### config.mk
export PLATFORM = sky130hd
export DESIGN_NAME = cgw_top
export DESIGN_NICKNAME = d
export VERILOG_FILES = /design/src/common/cgw_pkg.sv /design/src/common/cgw_creg_if.sv /design/src/rtl/cgw_core_regs.sv /design/src/rtl/cgw_bev_out.sv /design/src/rtl/cgw_top.sv
export VERILOG_INCLUDE_DIRS = /design/src /design/src/common
export SDC_FILE = /design/constraint.sdc
export NUM_CORES = 1
export LEC_CHECK = 0
export ABC_CLOCK_PERIOD_IN_PS = 6800
export BUFFER_PORTS_ARGS = -buffer_cell sky130_fd_sc_hd__clkbuf_2
export CORE_ASPECT_RATIO = 0.9
export CORE_UTILIZATION = 36
export DETAILED_ROUTE_END_ITERATION = 12
export HOLD_SLACK_MARGIN = 0.1
export PLACE_DENSITY_LB_ADDON = 0.3
export SYNTH_ARGS = -nofsm -noshare
export SYNTH_HDL_FRONTEND = slang
export SYNTH_SLANG_ARGS = --single-unit
### constraint.sdc
create_clock -name clk_sys -period 6.8 [get_ports clk_sys]
set_input_delay 0.34 -clock clk_sys [delete_from_list [all_inputs] [get_ports clk_sys]]
set_output_delay 0.34 -clock clk_sys [all_outputs]
set_load 0.005 [all_outputs]
### src/common/cgw_regs.svh
// constants of the per-core configuration window
`ifndef CGW_REGS_SVH
`define CGW_REGS_SVH
`define CGW_NUM_CORES 4
`define CGW_CFG_BASE 32'h1fbf_8000
`define CGW_BASE_LSB 15
`define CGW_BLK_MSB 14
`define CGW_BLK_LSB 13
`define CGW_BLK_LOCAL 2'h1
`define CGW_BLK_OTHER 2'h2
`define CGW_OFF_REDIRECT 13'h0018
`define CGW_OFF_BOOT_BASE 13'h0020
`define CGW_OFF_IDENTITY 13'h0028
`define CGW_OFF_EXT_BASE 13'h0030
`define CGW_TGT_MSB 31
`define CGW_TGT_LSB 16
`define CGW_VBASE_MSB 31
`define CGW_VBASE_LSB 12
`define CGW_EXT_ADDR_BIT 31
`define CGW_USE_RELOC_BIT 30
`define CGW_MASK_MSB 27
`define CGW_MASK_LSB 20
`define CGW_PA_MSB 3
`define CGW_PA_LSB 1
`define CGW_SEGCFG_BIT 0
`define CGW_ID_MSB 7
`define CGW_ID_LSB 0
`define CGW_DEFAULT_BOOT 32'hbfc0_0000
`define CGW_LEGACY_TOP 2'h2
`define CGW_RST_WORD 32'h0000_0000
`endif

### src/common/cgw_pkg.sv
// types of the per-core configuration window
package cgw_pkg;
  typedef logic [1:0] cgw_core_t;
  typedef logic [12:0] cgw_off_t;
  typedef logic [31:0] cgw_word_t;
  typedef struct packed {
    logic [15:0] target;
    logic [19:0] vbase;
    logic ext;
    logic use_reloc;
    logic [7:0] mask;
    logic [2:0] pa;
    logic segcfg;
  } cgw_creg_st_t;
  typedef struct packed {
    cgw_word_t vaddr;
    cgw_word_t paddr;
  } cgw_bev_st_t;
  typedef struct packed {
    logic ack;
    logic err;
    cgw_word_t rdata;
    logic loaded;
  } cgw_top_st_t;
endpackage

### src/common/cgw_creg_if.sv
// link between window control and one core register copy
`timescale 1ns/1ps
interface cgw_creg_if;
  import cgw_pkg::*;
  logic wr;
  cgw_off_t off;
  cgw_word_t wdata;
  cgw_word_t rdata;
  logic load;
  logic [19:0] pin_vbase;
  logic pin_ext;
  logic pin_use;
  logic [7:0] pin_mask;
  logic [2:0] pin_pa;
  cgw_creg_st_t st;
  modport bank (input wr, off, wdata, load, pin_vbase, pin_ext, pin_use, pin_mask, pin_pa,
    output rdata, st);
  modport ctl (output wr, off, wdata, load, pin_vbase, pin_ext, pin_use, pin_mask, pin_pa,
    input rdata, st);
  modport view (input st);
endinterface

### src/rtl/cgw_core_regs.sv
// one core's copy of the local configuration registers
`timescale 1ns/1ps
`include "cgw_regs.svh"
module cgw_core_regs #(
  parameter cgw_pkg::cgw_core_t CORE_ID = 2'h0
) (
  // clock and reset
  input wire logic clk_sys,
  input wire logic nrst,
  // control side
  cgw_creg_if.bank bk
);
  import cgw_pkg::*;

  cgw_creg_st_t r_reg;
  cgw_creg_st_t r_next;

  always_comb
  begin
    r_next = r_reg;
    if (bk.load)
    begin
      r_next.vbase = bk.pin_vbase;
      r_next.ext = bk.pin_ext;
      r_next.use_reloc = bk.pin_use;
      r_next.mask = bk.pin_mask;
      r_next.pa = bk.pin_pa;
      r_next.segcfg = bk.pin_ext;
    end
    else if (bk.wr)
    begin
      unique case (bk.off)
        `CGW_OFF_REDIRECT: r_next.target = bk.wdata[`CGW_TGT_MSB:`CGW_TGT_LSB];
        `CGW_OFF_BOOT_BASE: r_next.vbase = bk.wdata[`CGW_VBASE_MSB:`CGW_VBASE_LSB];
        `CGW_OFF_EXT_BASE:
        begin
          r_next.ext = bk.wdata[`CGW_EXT_ADDR_BIT];
          r_next.use_reloc = bk.wdata[`CGW_USE_RELOC_BIT];
          r_next.mask = bk.wdata[`CGW_MASK_MSB:`CGW_MASK_LSB];
          r_next.pa = bk.wdata[`CGW_PA_MSB:`CGW_PA_LSB];
          r_next.segcfg = bk.wdata[`CGW_EXT_ADDR_BIT] | bk.wdata[`CGW_SEGCFG_BIT];
        end
        default: ;
      endcase
    end
  end

  always_ff @(posedge clk_sys or negedge nrst)
  begin
    if (!nrst)
      r_reg <= '0;
    else
      r_reg <= r_next;
  end

  // read mux
  always_comb
  begin
    bk.rdata = `CGW_RST_WORD;
    unique case (bk.off)
      `CGW_OFF_REDIRECT: bk.rdata[`CGW_TGT_MSB:`CGW_TGT_LSB] = r_reg.target;
      `CGW_OFF_BOOT_BASE: bk.rdata[`CGW_VBASE_MSB:`CGW_VBASE_LSB] = r_reg.vbase;
      `CGW_OFF_IDENTITY: bk.rdata[`CGW_ID_MSB:`CGW_ID_LSB] = 8'(CORE_ID);
      `CGW_OFF_EXT_BASE:
      begin
        bk.rdata[`CGW_EXT_ADDR_BIT] = r_reg.ext;
        bk.rdata[`CGW_USE_RELOC_BIT] = r_reg.use_reloc;
        bk.rdata[`CGW_MASK_MSB:`CGW_MASK_LSB] = r_reg.mask;
        bk.rdata[`CGW_PA_MSB:`CGW_PA_LSB] = r_reg.pa;
        bk.rdata[`CGW_SEGCFG_BIT] = r_reg.segcfg;
      end
      default: ;
    endcase
  end

  assign bk.st = r_reg;
endmodule

### src/rtl/cgw_bev_out.sv
// boot vector computation driven to one core
`timescale 1ns/1ps
`include "cgw_regs.svh"
module cgw_bev_out (
  // clock and reset
  input wire logic clk_sys,
  input wire logic nrst,
  // register fields
  cgw_creg_if.view fv,
  // boot vector to core
  output logic [31:0] boot_vaddr,
  output logic [31:0] boot_paddr
);
  import cgw_pkg::*;

  cgw_bev_st_t r_reg;
  cgw_bev_st_t r_next;

  always_comb
  begin
    r_next = r_reg;
    if (fv.st.segcfg)
      r_next.vaddr = {fv.st.vbase, 12'h000};
    else if (fv.st.use_reloc)
      r_next.vaddr = {`CGW_LEGACY_TOP, fv.st.vbase[17:0], 12'h000};
    else
      r_next.vaddr = `CGW_DEFAULT_BOOT;
    r_next.paddr = {fv.st.pa, r_next.vaddr[28], r_next.vaddr[27:20] & ~fv.st.mask,
      r_next.vaddr[19:12], 12'h000};
  end

  always_ff @(posedge clk_sys or negedge nrst)
  begin
    if (!nrst)
      r_reg <= '0;
    else
      r_reg <= r_next;
  end

  assign boot_vaddr = r_reg.vaddr;
  assign boot_paddr = r_reg.paddr;
endmodule

### src/rtl/cgw_top.sv
// per-core configuration window with redirection and boot vectors
//
// Overview of operation
// - 0x2000-0x3fff decodes requester's own block
// - 0x4000-0x5fff decodes the redirection window
// - local access reaches the requester's copy
// - space sits at fixed default base
// - redirect select register at offset 0x18
// - target number held in bits 31:16
// - window offset maps to same target offset
// - one window; own select field chooses
// - reads and writes both go redirected
// - identity register returns number of the core owning the copy
// - boot base bits 31:12 at 0x20
// - boot vectors load from pins cold only
// - boot vectors driven to each core
// - every core owns pins and registers
// - extended bit fixes segment bit high
// - relocate bit forces top bits 10 while segment bit is low
// - overlay size mask in bits 27:20
// - bits 3:1 give physical top bits
// - segment bit picks base bits used
`timescale 1ns/1ps
`include "cgw_regs.svh"
module cgw_top (
  // clock and reset
  input wire logic clk_sys,
  input wire logic nrst,
  // register request
  input wire logic req,
  input wire cgw_pkg::cgw_core_t req_core,
  input wire logic req_we,
  input wire cgw_pkg::cgw_word_t req_addr,
  input wire cgw_pkg::cgw_word_t req_wdata,
  // register answer
  output logic ack,
  output logic err,
  output cgw_pkg::cgw_word_t rdata,
  // core presence
  input wire logic [`CGW_NUM_CORES-1:0] core_present,
  // build-time boot pins per core
  input wire logic [`CGW_NUM_CORES-1:0][19:0] pin_vbase,
  input wire logic [`CGW_NUM_CORES-1:0] pin_ext,
  input wire logic [`CGW_NUM_CORES-1:0] pin_use,
  input wire logic [`CGW_NUM_CORES-1:0][7:0] pin_mask,
  input wire logic [`CGW_NUM_CORES-1:0][2:0] pin_pa,
  // boot vectors per core
  output logic [`CGW_NUM_CORES-1:0][31:0] boot_vaddr,
  output logic [`CGW_NUM_CORES-1:0][31:0] boot_paddr
);
  import cgw_pkg::*;

  localparam int NC = `CGW_NUM_CORES;
  localparam cgw_word_t CFG_BASE = `CGW_CFG_BASE;

  // ****************************************
  // decode
  // ****************************************
  cgw_top_st_t r_reg;
  cgw_top_st_t r_next;
  logic [NC-1:0][15:0] tgt_all;
  logic [NC-1:0][19:0] base_all;
  logic [NC-1:0][31:0] rdata_all;
  logic [NC-1:0][7:0] mask_all;
  logic [NC-1:0][2:0] pa_all;
  logic in_space;
  logic is_local;
  logic is_other;
  logic [15:0] tgt_num;
  logic tgt_ok;
  cgw_core_t dest;
  logic hit;

  function automatic logic core_ok(input logic [15:0] num, input logic [NC-1:0] pres);
    core_ok = (num < 16'(NC)) && pres[num[1:0]];
  endfunction

  function automatic logic known_off(input cgw_off_t o);
    known_off = (o == `CGW_OFF_REDIRECT) || (o == `CGW_OFF_BOOT_BASE) ||
      (o == `CGW_OFF_IDENTITY) || (o == `CGW_OFF_EXT_BASE);
  endfunction

  assign in_space = req_addr[31:`CGW_BASE_LSB] == CFG_BASE[31:`CGW_BASE_LSB];
  assign is_local = req_addr[`CGW_BLK_MSB:`CGW_BLK_LSB] == `CGW_BLK_LOCAL;
  assign is_other = req_addr[`CGW_BLK_MSB:`CGW_BLK_LSB] == `CGW_BLK_OTHER;
  assign tgt_num = tgt_all[req_core];
  assign tgt_ok = core_ok(tgt_num, core_present);
  assign dest = is_local ? req_core : tgt_num[1:0];
  assign hit = r_reg.loaded && req && in_space && (is_local || (is_other && tgt_ok));

  // ****************************************
  // register copies
  // ****************************************
  cgw_creg_if creg[NC] ();

  genvar gi;
  generate
    for (gi = 0; gi < NC; gi++)
    begin : g_core
      assign creg[gi].wr = hit && req_we && (dest == cgw_core_t'(gi));
      assign creg[gi].off = req_addr[12:0];
      assign creg[gi].wdata = req_wdata;
      assign creg[gi].load = !r_reg.loaded;
      assign creg[gi].pin_vbase = pin_vbase[gi];
      assign creg[gi].pin_ext = pin_ext[gi];
      assign creg[gi].pin_use = pin_use[gi];
      assign creg[gi].pin_mask = pin_mask[gi];
      assign creg[gi].pin_pa = pin_pa[gi];
      assign tgt_all[gi] = creg[gi].st.target;
      assign base_all[gi] = creg[gi].st.vbase;
      assign rdata_all[gi] = creg[gi].rdata;
      assign mask_all[gi] = creg[gi].st.mask;
      assign pa_all[gi] = creg[gi].st.pa;
      cgw_core_regs #(
        .CORE_ID(cgw_core_t'(gi))
      ) u_regs (
        .clk_sys(clk_sys),
        .nrst(nrst),
        .bk(creg[gi])
      );
      cgw_bev_out u_bev (
        .clk_sys(clk_sys),
        .nrst(nrst),
        .fv(creg[gi]),
        .boot_vaddr(boot_vaddr[gi]),
        .boot_paddr(boot_paddr[gi])
      );
    end
  endgenerate

  // ****************************************
  // answer
  // ****************************************
  always_comb
  begin
    r_next = r_reg;
    r_next.loaded = 1'b1;
    r_next.ack = req;
    r_next.err = req && (!r_reg.loaded || !in_space || !(is_local || is_other));
    r_next.rdata = `CGW_RST_WORD;
    if (hit && !req_we)
      r_next.rdata = rdata_all[dest];
  end

  always_ff @(posedge clk_sys or negedge nrst)
  begin
    if (!nrst)
      r_reg <= '0;
    else
      r_reg <= r_next;
  end

  assign ack = r_reg.ack;
  assign err = r_reg.err;
  assign rdata = r_reg.rdata;
endmodule

# After elaboration in Yosys (flattened, before gate mapping)
# Index checks and enable logic that the tools add are counted.
[totals]
reg_bits = 443
out_inout_bits = 290
input_bits = 206
[op_classes]
bitwise_logic = 9
n_lt_le_gt_ge = 4
muxes = 50
n_eq_ne = 16
n_reduce_logical = 33
[op_table]
columns = ["cell", "count"]
rows = [
  ["$mux 34", 8],
  ["$mux 32", 6],
  ["$mux 30", 4],
  ["$pmux 8 s3", 4],
  ["$bmux 32 s2", 1],
  ["$pmux 4 s2", 7],
  ["$eq 13x6->1 const B", 3],
  ["$and 8x8->8", 4],
  ["$bmux 16 s2", 1],
  ["$not 8->8", 4],
  ["$pmux 2 s3", 4],
  ["$mux 20", 1],
  ["$mux 4", 5],
  ["$eq 17x14->1 const B", 1],
  ["$lt 16x3->1 const B", 1],
  ["$mux 16", 1],
  ["$pmux 2 s2", 4],
  ["$reduce_and 2->1", 8],
  ["$mux 14", 1],
  ["$eq 13x5->1 const B", 1],
  ["$logic_and 1x1->1", 12],
  ["$ne 2x1->1 const B", 6],
  ["$reduce_and 3->1", 4],
  ["$lt 2x3->1 const B", 3],
  ["9 further kinds", 18],
]

# Longest topological paths before layout
# Gate-level depths: netlist (run 1).
[depth]
ltp_word = 12
depth_mapped = 10
depth_no_buf = 8

# Hierarchy
# A second synthesis (run 1) with hierarchy kept.
[unflattened]
hier_cells = 1810
hier_area_um2 = 19414.9
[modules_own_cells]
columns = ["module", "area_each_um2", "seq_area_each_um2", "n_inst", "cells_per_inst"]
rows = [
  ["cgw_core_regs at g_core[1].u_regs ...", 2715.1, 1251.2, 2, 256],
  ["cgw_bev_out", 1286.2, 775.7, 4, 103],
  ["cgw_top", 3485.8, 875.8, 1, 408],
  ["cgw_core_regs at g_core[0].u_regs", 2705.1, 1251.2, 1, 233],
  ["cgw_core_regs at g_core[3].u_regs", 2648.8, 1251.2, 1, 245],
]

# Worst setup path after synthesis (run 1)
# No wires, ideal clock.
[synth_timing]
path_type = "input-to-reg"
start = "input port req_addr[6]"
end = "register g_core[0].u_regs.r_reg (netlist bit g_core[0].u_regs.bk.st[14])"
stages = 7
arrival_time_ps = 2682
slack_ps = 3993
t_required_ps = 6675
setup_ps = 125
cell_sequence = "or4_1 > or4b_4 > nor4b_4 > nand3_1 > o211ai_2 > buf_6 > mux2_4"
[synth_between]
elab_chain_len = 3
[synth_lines]
columns = ["element", "line", "source"]
rows = [
  ["from (decl)", "cgw_top.sv:33", "input wire cgw_pkg::cgw_word_t req_addr,"],
  ["$eq 13x6->1", "cgw_core_regs.sv:32", "unique case (bk.off)"],
  ["$ne 2x1->1 (no line)", "-", ""],
  ["$reduce_and 2->1 (no line)", "-", ""],
  ["to (signal assigned)", "cgw_core_regs.sv:53", "r_reg <= r_next;"],
  ["to (decl)", "cgw_core_regs.sv:15", "cgw_creg_st_t r_reg;"],
]
# Every way passes these cells.
# A chain may end at the register's enable or synchronous reset.

# Worst setup path in the final report (run 1)
[layout_timing]
start = "register r_reg[0] (netlist name)"
end = "register g_core[1].u_regs.r_reg (netlist bit g_core[1].u_regs.bk.st[29])"
[layout_between]
elab_chain_len = 7
[layout_lines]
columns = ["element", "line", "source"]
rows = [
  ["from (decl)", "cgw_top.sv:59", "cgw_top_st_t r_reg;"],
  ["from (signal assigned)", "cgw_top.sv:150", "r_reg <= r_next;"],
  ["$logic_and 1x1->1 (3 in series)", "cgw_top.sv:89", "assign hit = r_reg.loaded && req && in_space && (is_local || (is_other && tgt_ok));"],
  ["$logic_and 1x1->1 (2 in series)", "cgw_top.sv:100", "assign creg[gi].wr = hit && req_we && (dest == cgw_core_t'(gi));"],
  ["$ne 2x1->1 (no line)", "-", ""],
  ["$reduce_and 2->1 (no line)", "-", ""],
  ["to (signal assigned)", "cgw_core_regs.sv:53", ""],
  ["to (decl)", "cgw_core_regs.sv:15", ""],
]
# Parallel ways exist; a longest one is shown, timed or not.

==> out/qor.yml, run 1 <==
finalHoldViolations: 0
nFillCells: 4499
maxCapViolations: 0
hold_class: "in2reg"
dieArea_um2: 48940
maxSlewHeadroom_pct: 22.31
wire_per_inst_um: 21.60
synth-seq-area-share_pct: 50.77
pre_cts_ws_ns: 2.594
cp-start-kind: "register"
grt_pass1_vias: 12890
cts_buffers: 41
post-cts-setup-buffers: 0
rsz0062_at_grt: "false"
cts.clk_slew.worst_paths_ns: 0.06
tightest_slew_ns: 1.162
synthArstFlopShare_pct: 100.0
drv_slew: 0
grt_max_degree: 147
grt_usage_pct: 22.51
cts.sinks: 351
hpwl_um: 40030
post_drt_via_cell_ratio: 4.948
multi_input_area_um2: 6872
irDropWorstVdd_mv: 0.1907
outcome: "finished clean"
portBuffers: 383
die_w_um: 233.1
min_path_cells: 4
wl_um: 55180
reg2reg_to: "g_core[1].u_regs.bk.st[29]$_DFFE_PN0P_"
cts_htree_levels: 2
p_leak_nw: 10.41
yosys_most_used_dff: "dfrtp_1"
areaGrowthSynthToFinish_pct: 19.46
drtIter0Drc: 904
dieHeight_um: 210.0
synth.distinct_cells: 61
p_total_w: 0.005564
top_level_ports: 496
synth_top_area_cell: "dfrtp_1"
timing.setup.tns_ns: 0
final-seq-area_um2: 8787
grt_pass1_wl_um: 81320
critPathKind: "reg2reg"
core_area_um2: 47010
synthTopCellsByArea: "dfrtp_1 (51%), mux2_2 (13%), buf_4 (7.3%)"
ant_nets: 0
fin_area_um2: 20670
mappedNetlistArea_um2: 17300
cp-end-kind: "register"
use_met2_pct: 37.95
met1_usage_pct: 28.74
drive_gt1_share_pct: 39.53
gr-total-overflow: 0
skew_ns: 0.02155
synth_top_area_share_pct: 50.77
grt_util_met3_pct: 3.910
clk_path_buf_depth: 3
grt_busiest_layer: "met2"
rrSetupSlack_ns: 2.97
fmax_ghz: 0.2610
cts_tree: "built"
synth_warnings: 0
ys_ff_latch: 351
report.final.setup_viol: 0
dpl_cell_area_um2: 19040
rows: 75
r2r_start: "r_reg[0]$_DFF_PN0_"
synthCells: 1573
cts_root_buf: "clkbuf_16"
initial_core_util_pct: 36.80
path_max_fanout: 39
ff2ff_path_depth: 7
crit_required_ns: 7.25
synth_edf_count: 0
fin_ws_ns: 2.969
gp_congestion: 0.9002
antenna_found_initial: 4
holdPathEnd: "g_core[0].u_regs.bk.st[0]$_DFFE_PN0P_"
largest_reg_flops: 200
min_period_over_period_pct: 56.34
num_vias: 12640
dr.pass1.iters: 5
final_core_util_pct: 43.96
insertion_delay_ns: 0.57
synth.avg_cell_area_um2: 11.00
holdCritStartpoint: "pin_ext[0]"
crit_arrival_ns: 4.28
powerDensity_nw_per_um2: 269.2
nets: 2111
fin_crit_ns: 3.831
remaining_drc_errors: 0
[worst max-delay path, cell delays in order (launching register included)]
cell      delay, ns
dfrtp_4        0.71
nand4_1        0.24
nor3_1         0.48
nor4b_4        0.48
nand2_1        0.10
o211ai_1       0.89
buf_4          0.41
mux2_2         0.37
[worst max-delay path by stage]
stage                     cells after the start               start  slack [ns]                                      to
after global routing                          7  r_reg[0]$_DFF_PN0_        2.65  g_core[1].u_regs.bk.st[30]$_DFFE_PN0P_
after floorplan                               7         req_addr[6]        3.99  g_core[0].u_regs.bk.st[14]$_DFFE_PN0P_
final                                         7  r_reg[0]$_DFF_PN0_        2.97  g_core[1].u_regs.bk.st[29]$_DFFE_PN0P_
after detailed placement                      8         req_core[0]        2.59  g_core[1].u_regs.bk.st[29]$_DFFE_PN0P_
after global placement                        8         req_core[0]        2.67  g_core[1].u_regs.bk.st[24]$_DFFE_PN0P_
after CTS                                     7  r_reg[0]$_DFF_PN0_        2.86  g_core[1].u_regs.bk.st[30]$_DFFE_PN0P_
[placed cells by master (no fill, tap or decap), types with 5 or more instances in the layout]
cell	Yosys	routed
clkbuf_2	0	382
dfrtp_1	351	350
mux2_2	197	197
o21ai_0	147	146
inv_1	134	134
conb_1	2	105
nand2_1	74	74
nor2b_1	73	73
clkbuf_16	0	42
mux2_4	40	40
nor2_1	42	37
a21oi_1	36	36
or2_2	33	33
nand3_1	22	22
buf_4	168	21
a22oi_1	19	19
a221oi_1	18	18
dlygate4sd3_1	0	17
clkbuf_8	0	12
nand4_1	11	11
nor4_1	11	10
or3_1	10	10
nand2b_1	8	8
a22o_1	8	8
mux2i_1	8	8
a2111oi_0	8	8
a21o_1	7	7
and2_1	6	6
nor3_1	6	6
clkinv_2	0	6
nor2_2	0	5
o21ai_1	4	5
clkbuf_1	45	5
[Yosys cell counts, drive strengths merged (4+ instances only)]
master / instances
a2111oi: 8
a21o: 7
a21oi: 36
a221oi: 18
a22o: 8
a22oi: 19
and2: 6
and3: 4
and4b: 4
buf: 193
clkbuf: 45
dfrtp: 351
inv: 134
mux2: 238
mux2i: 8
nand2: 74
nand2b: 8
nand3: 22
nand4: 11
nor2: 42
nor2b: 73
nor3: 6
nor4: 12
o211ai: 10
o21a: 4
o21ai: 152
or2: 33
or3: 10
or4: 5
[timing repair]
item | CTS | global route
endpoints found under the hold margin | 108 | 0
hold buffers | 17 | 0
resized for setup | 0 | 0
[logic make-up after synthesis]
logic type | Yosys count | share of synthesized area, %
and+or+nand+nor | 323 | 10.28
DFF | 351 | 50.77
AOI/OAI and AO/OA | 276 | 9.806
other | 2 | 0.04341
muxes | 247 | 16.95
adders and majority gates | 2 | 0.1446
buffers and inverters | 372 | 12.01
[layout make-up]
type | count | area share (%)
timing repair buffer | 422 | 11.01
multi-input combinational | 953 | 33.25
clock buffer | 59 | 5.975
sequential | 351 | 42.51
clock inverter | 16 | 1.059
tap | 616 | 3.729
antenna | 3 | 0.03632
inverter | 134 | 2.434
[power by group]
group	switching (W)	internal, W	leakage [nW]
Clock	0.000926	0.00142	0.715
Sequential	0.000145	0.00230	4.39
Combinational	0.000398	0.000371	5.30
Total	0.00147	0.00410	10.4
[layer usage]
layer,vias to the layer above,part of all wire (%)
li1,5771,-
met1,6355,42
met5,-,0.014
met4,2,3.2
met3,88,5.4
met2,421,50
[per-stage QoR]
step	cells	hold slack [ns]
3_5_place_dp	2459	0.3208
6_report	2554	0.1402
5_1_grt	2552	0.1281
3_3_place_gp	2459	0.3180
2_1_floorplan	1676	0.04441
4_1_cts	2551	0.1029
Note: power is estimated with default switching activity, not from simulation.
==> run 2: changes to the inputs <==
Settings changed: ABC_CLOCK_PERIOD_IN_PS 6800 to 3540.
Clock period 6.8 ns to 3.54 ns, I/O delays scaled along.
==> out/qor.yml, run 2 (synthesis results as in run 1) <==
outcome: "finished clean"
insertion_delay_ns: 0.58
gp_congestion: 0.8981
clk_path_buf_depth: 3
gr-total-overflow: 0
dr.pass1.iters: 6
rsz0062_at_grt: "false"
die_w_um: 233.1
cts_buffers: 41
p_total_w: 0.01067
cp-start-kind: "register"
layout_common_cells: "clkbuf_2 (382), dfrtp_1 (350), mux2_2 (197)"
rows: 75
cts.sinks: 351
antenna_found_initial: 3
maxCapViolations: 0
tightest_slew_ns: 1.022
fin_area_um2: 22260
post_drt_via_cell_ratio: 4.895
portBuffers: 383
p_leak_nw: 11.09
powerDensity_nw_per_um2: 479.3
cts_htree_levels: 2
fin_crit_ns: 3.091
cts_root_buf: "clkbuf_16"
drtIter0Drc: 751
hold_class: "in2reg"
hpwl_um: 40110
num_vias: 13280
initial_core_util_pct: 36.80
dieHeight_um: 210.0
dpl_cell_area_um2: 19290
fmax_ghz: 0.3235
areaGrowthSynthToFinish_pct: 28.63
grt_usage_pct: 23.11
crit_arrival_ns: 3.53
drive_gt1_share_pct: 37.34
post-cts-setup-buffers: 0
crit_required_ns: 3.98
nets: 2269
remaining_drc_errors: 0
critPathKind: "reg2reg"
maxSlewHeadroom_pct: 31.79
irDropWorstVdd_mv: 0.3721
grt_pass1_wl_um: 84010
final_common_cell: "clkbuf_2"
cts.clk_slew.worst_paths_ns: 0.06
wl_um: 56370
drv_slew: 0
grt_pass1_vias: 13830
skew_ns: 0.02643
finalHoldViolations: 0
timing.setup.tns_ns: 0
top_level_ports: 496
dieArea_um2: 48940
cp-end-kind: "register"
grt_max_degree: 87
core_area_um2: 47010
cts_tree: "built"
wire_per_inst_um: 20.78
path_max_fanout: 20
ant_nets: 0
report.final.setup_viol: 0
min_period_over_period_pct: 87.32
largest_reg_flops: 200
[run 2: changes by cell type in the layout (fill, tap and decap cells not counted)]
cell | previous run | this run
dlygate4sd3_1 | 17 | 156
buf_4 | 21 | 31
buf_12 | 1 | 10
clkbuf_1 | 5 | 8
bufinv_16 | 4 | 2
clkbuf_8 | 12 | 10
clkinv_2 | 6 | 7
inv_8 | 0 | 1
[run 2: timing repair]
item / 4_1_cts / 5_1_grt
hold buffers: 156 / 0
resized for setup: 0 / 0
endpoints found under the hold margin: 279 / 0
[run 2: critical path, cell delays in order, from the launching register on]
cell	delay, ns
dfrtp_1	0.42
mux4_2	0.57
mux2i_1	0.18
mux2i_1	0.45
o21ai_2	0.30
o211ai_1	0.24
buf_4	0.41
mux2_2	0.39
[run 2: path summary, 6_finish.rpt]
| check | start | end | slack, ns | depth (start not counted) |
|---|---|---|---|---|
| min | req_wdata[14] | g_core[1].u_regs.bk.st[16]$_DFFE_PN0P_ | 0.12 | 4 |
| max in group asynchronous | nrst | r_reg[0]$_DFF_PN0_ | 2.41 | 3 |
| max | g_core[3].u_regs.bk.st[34]$_DFFE_PN0P_ | g_core[3].u_regs.bk.st[17]$_DFFE_PN0P_ | 0.45 | 7 |
| max reg2reg | g_core[3].u_regs.bk.st[34]$_DFFE_PN0P_ | g_core[3].u_regs.bk.st[17]$_DFFE_PN0P_ | 0.45 | 7 |
| min reg2reg | g_core[0].u_regs.bk.st[3]$_DFFE_PN0P_ | g_core[0].u_bev.boot_paddr[31]$_DFF_PN0_ | 0.40 | 0 |
| min in group asynchronous | nrst | g_core[3].u_bev.boot_paddr[23]$_DFF_PN0_ | 0.20 | 2 |
[run 2: where the power goes]
part           switching (W)  leakage [nW]  total, W  internal [W]
clock network        0.00177         0.686   0.00433       0.00256
registers           0.000277          4.39   0.00470       0.00442
logic               0.000802          6.01   0.00163      0.000832
total                0.00285          11.1    0.0107       0.00781
[run 2: final cells by class]
| cell class | instances | area [µm²] |
|---|---|---|
| Antenna cell | 3 | 7.507 |
| Clock buffer | 60 | 1219 |
| Fill cell | 4323 | 24760 |
| Clock inverter | 16 | 175.2 |
| Inverter | 134 | 503.0 |
| Timing Repair Buffer | 580 | 3921 |
| Tap cell | 616 | 770.7 |
| Multi-Input combinational cell | 953 | 6872 |
| Sequential cell | 351 | 8787 |
[run 2: layer usage]
metal	part of all wire, %	vias up	global-route usage, %
met5	0.023	-	0
met4	3.2	2	7.866
met3	5.2	99	4.640
met2	50	451	39.53
met1	41	6635	28.98
li1	-	6092	-
[run 2: stage by stage]
| step | cells | hold slack [ns] | worst slack (ns) | util, % |
|---|---|---|---|---|
| after floorplan | 1676 | -0.1186 | 0.8961 | - |
| after global placement | 2478 | 0.2287 | 0.3469 | 41.04 |
| after detailed placement | 2478 | 0.2438 | 0.3435 | 41.04 |
| after CTS | 2710 | 0.1004 | 0.5344 | 47.32 |
| after global routing | 2711 | 0.1346 | 0.3858 | 47.33 |
| final | 2713 | 0.1185 | 0.4490 | 47.34 |
==> run 3: changes to the inputs <==
Settings changed: CELL_PAD_IN_SITES_DETAIL_PLACEMENT set to 0, CELL_PAD_IN_SITES_GLOBAL_PLACEMENT set to 2, CORE_UTILIZATION 36 to 33, CTS_BUF_LIST set to sky130_fd_sc_hd__clkbuf_16.
==> out/qor.yml, run 3 (synthesis results as in run 1) <==
outcome: "finished clean"
ff2ff_path_depth: 6
post_drt_via_cell_ratio: 4.763
wl_met3_um: 2677
maxSlewHeadroom_pct: 19.79
cp-end-kind: "register"
final_common_cell: "clkbuf_2"
rrSetupSlack_ns: 0.53
top_level_ports: 496
grt_pass1_vias: 13500
p_total_w: 0.01045
dieHeight_um: 219.2
crit_family: "compound AO/OA/AOI/OAI gates"
dr.pass1.iters: 5
min_path_cells: 4
rows: 79
maxCapViolations: 0
drive_gt1_share_pct: 37.23
cts.sinks: 351
cts_root_buf: "clkbuf_16"
drv_slew: 0
fmax_ghz: 0.3321
wire_per_inst_um: 20.91
hpwl_um: 41680
largest_reg_flops: 200
antenna_found_initial: 2
routed.top_layer: "met5"
rsz0062_at_grt: "false"
postCtsHoldBufs: 169
reg2reg_to: "rdata[29]$_DFF_PN0_"
timing.setup.tns_ns: 0
post-cts-setup-buffers: 0
grt_max_degree: 170
holdPathEnd: "g_core[1].u_regs.bk.st[2]$_DFFE_PN0P_"
report.final.setup_viol: 0
initial_core_util_pct: 33.47
powerDensity_nw_per_um2: 466.0
layout_common_cells: "clkbuf_2 (382), dfrtp_1 (350), mux2_2 (197)"
crit_chain: "nor4_1 -> nand4_1 -> a21oi_1 -> o21a_1 -> o21ai_1 -> a2111oi_0"
num_vias: 13350
wl_um: 58600
drtIter0Drc: 882
gp_congestion: 0.8080
grt_pass1_wl_um: 86480
core_area_um2: 51700
cp-start-kind: "register"
crit_arrival_ns: 3.40
nets: 2294
skew_ns: 0.02068
tightest_slew_ns: 1.202
grt_usage_pct: 21.81
portBuffers: 383
cts_buffers: 41
path_max_fanout: 7
cts_resized: 0
cts_htree_levels: 2
p_leak_nw: 11.16
route.met2.wl_um: 27120
clk_path_buf_depth: 3
critPathKind: "reg2reg"
slowest_delay_ns: 0.65
crit_required_ns: 3.93
holdCritStartpoint: "req_wdata[2]"
dieArea_um2: 53350
finalHoldViolations: 0
insertion_delay_ns: 0.57
met1_length_um: 27500
cts_tree: "built"
areaGrowthSynthToFinish_pct: 29.66
gr-total-overflow: 0
fin_crit_ns: 3.011
path_buf_inv: 0
hold_class: "in2reg"
r2r_start: "g_core[1].u_regs.bk.st[43]$_DFFE_PN0P_"
die_w_um: 243.4
irDropWorstVdd_mv: 0.2718
ant_nets: 0
cts.clk_slew.worst_paths_ns: 0.06
remaining_drc_errors: 0
crit_path_top_delay_cell: "nor4_1"
min_period_over_period_pct: 85.05
==> run 3: cell types whose count changed in the layout (fill, tap and decap cells not counted), moves of 4 or more <==
cell,change
buf_4,+13
clkbuf_1,-8
clkbuf_8,-10
clkinv_1,+6
dlygate4sd3_1,+13
inv_1,+9
o21ai_1,-4
o21ai_2,+4
==> run 3: tightest hold or removal path, cell delays in order <==
cell and delay [ns]:
clkbuf_2 0.08, nand2_1 0.12, o21ai_0 0.10, mux2_2 0.15
==> run 3: power by group <==
group	internal (W)	switching (W)	leakage (nW)
registers	0.00442	0.000276	4.39
logic	0.000855	0.000829	6.11
clock network	0.00233	0.00174	0.652
==> run 3: stage by stage <==
stage / setup WS [ns] / cell area [µm²] / hold slack, ns / utilization (%) / std cells
after CTS: 0.5244 / 22430 / 0.1027 / 43.39 / 2802
after global routing: 0.3786 / 22430 / 0.1247 / 43.39 / 2802
after global placement: 0.3460 / 19480 / 0.3439 / 37.69 / 2562
after floorplan: 0.8961 / 17690 / -0.1186 / - / 1676
final: 0.5291 / 22430 / 0.1111 / 43.39 / 2803
after detailed placement: 0.3307 / 19480 / 0.3429 / 37.69 / 2562
==> run 3: how the worst max path moves through the flow <==
stage | startpoint | end | depth (start not counted)
floorplan | req_addr[6] | g_core[0].u_regs.bk.st[14]$_DFFE_PN0P_ | 7
global placement | req_addr[6] | g_core[1].u_regs.bk.st[30]$_DFFE_PN0P_ | 9
detailed placement | req_addr[6] | g_core[3].u_regs.bk.st[30]$_DFFE_PN0P_ | 9
CTS | g_core[1].u_regs.bk.st[43]$_DFFE_PN0P_ | g_core[2].u_regs.bk.st[0]$_DFFE_PN0P_ | 7
global route | g_core[1].u_regs.bk.st[43]$_DFFE_PN0P_ | rdata[29]$_DFF_PN0_ | 6
finish | g_core[1].u_regs.bk.st[43]$_DFFE_PN0P_ | rdata[29]$_DFF_PN0_ | 6
==> run 3: cell type report <==
| type | instances | area (µm²) |
|---|---|---|
| antenna | 1 | 2.502 |
| clock buffer | 43 | 1076 |
| clock inverter | 28 | 180.2 |
| fill | 5006 | 29260 |
| inverter | 134 | 503.0 |
| multi-input combinational | 953 | 6894 |
| sequential | 351 | 8787 |
| tap | 688 | 860.8 |
| timing repair buffer | 605 | 4129 |
==> run 3: routing by layer <==
layer	GRT usage [%]	up-vias
met4	6.205	2
met3	3.473	76
li1	-	6146
met2	34.51	378
met5	0	-
met1	30.74	6748
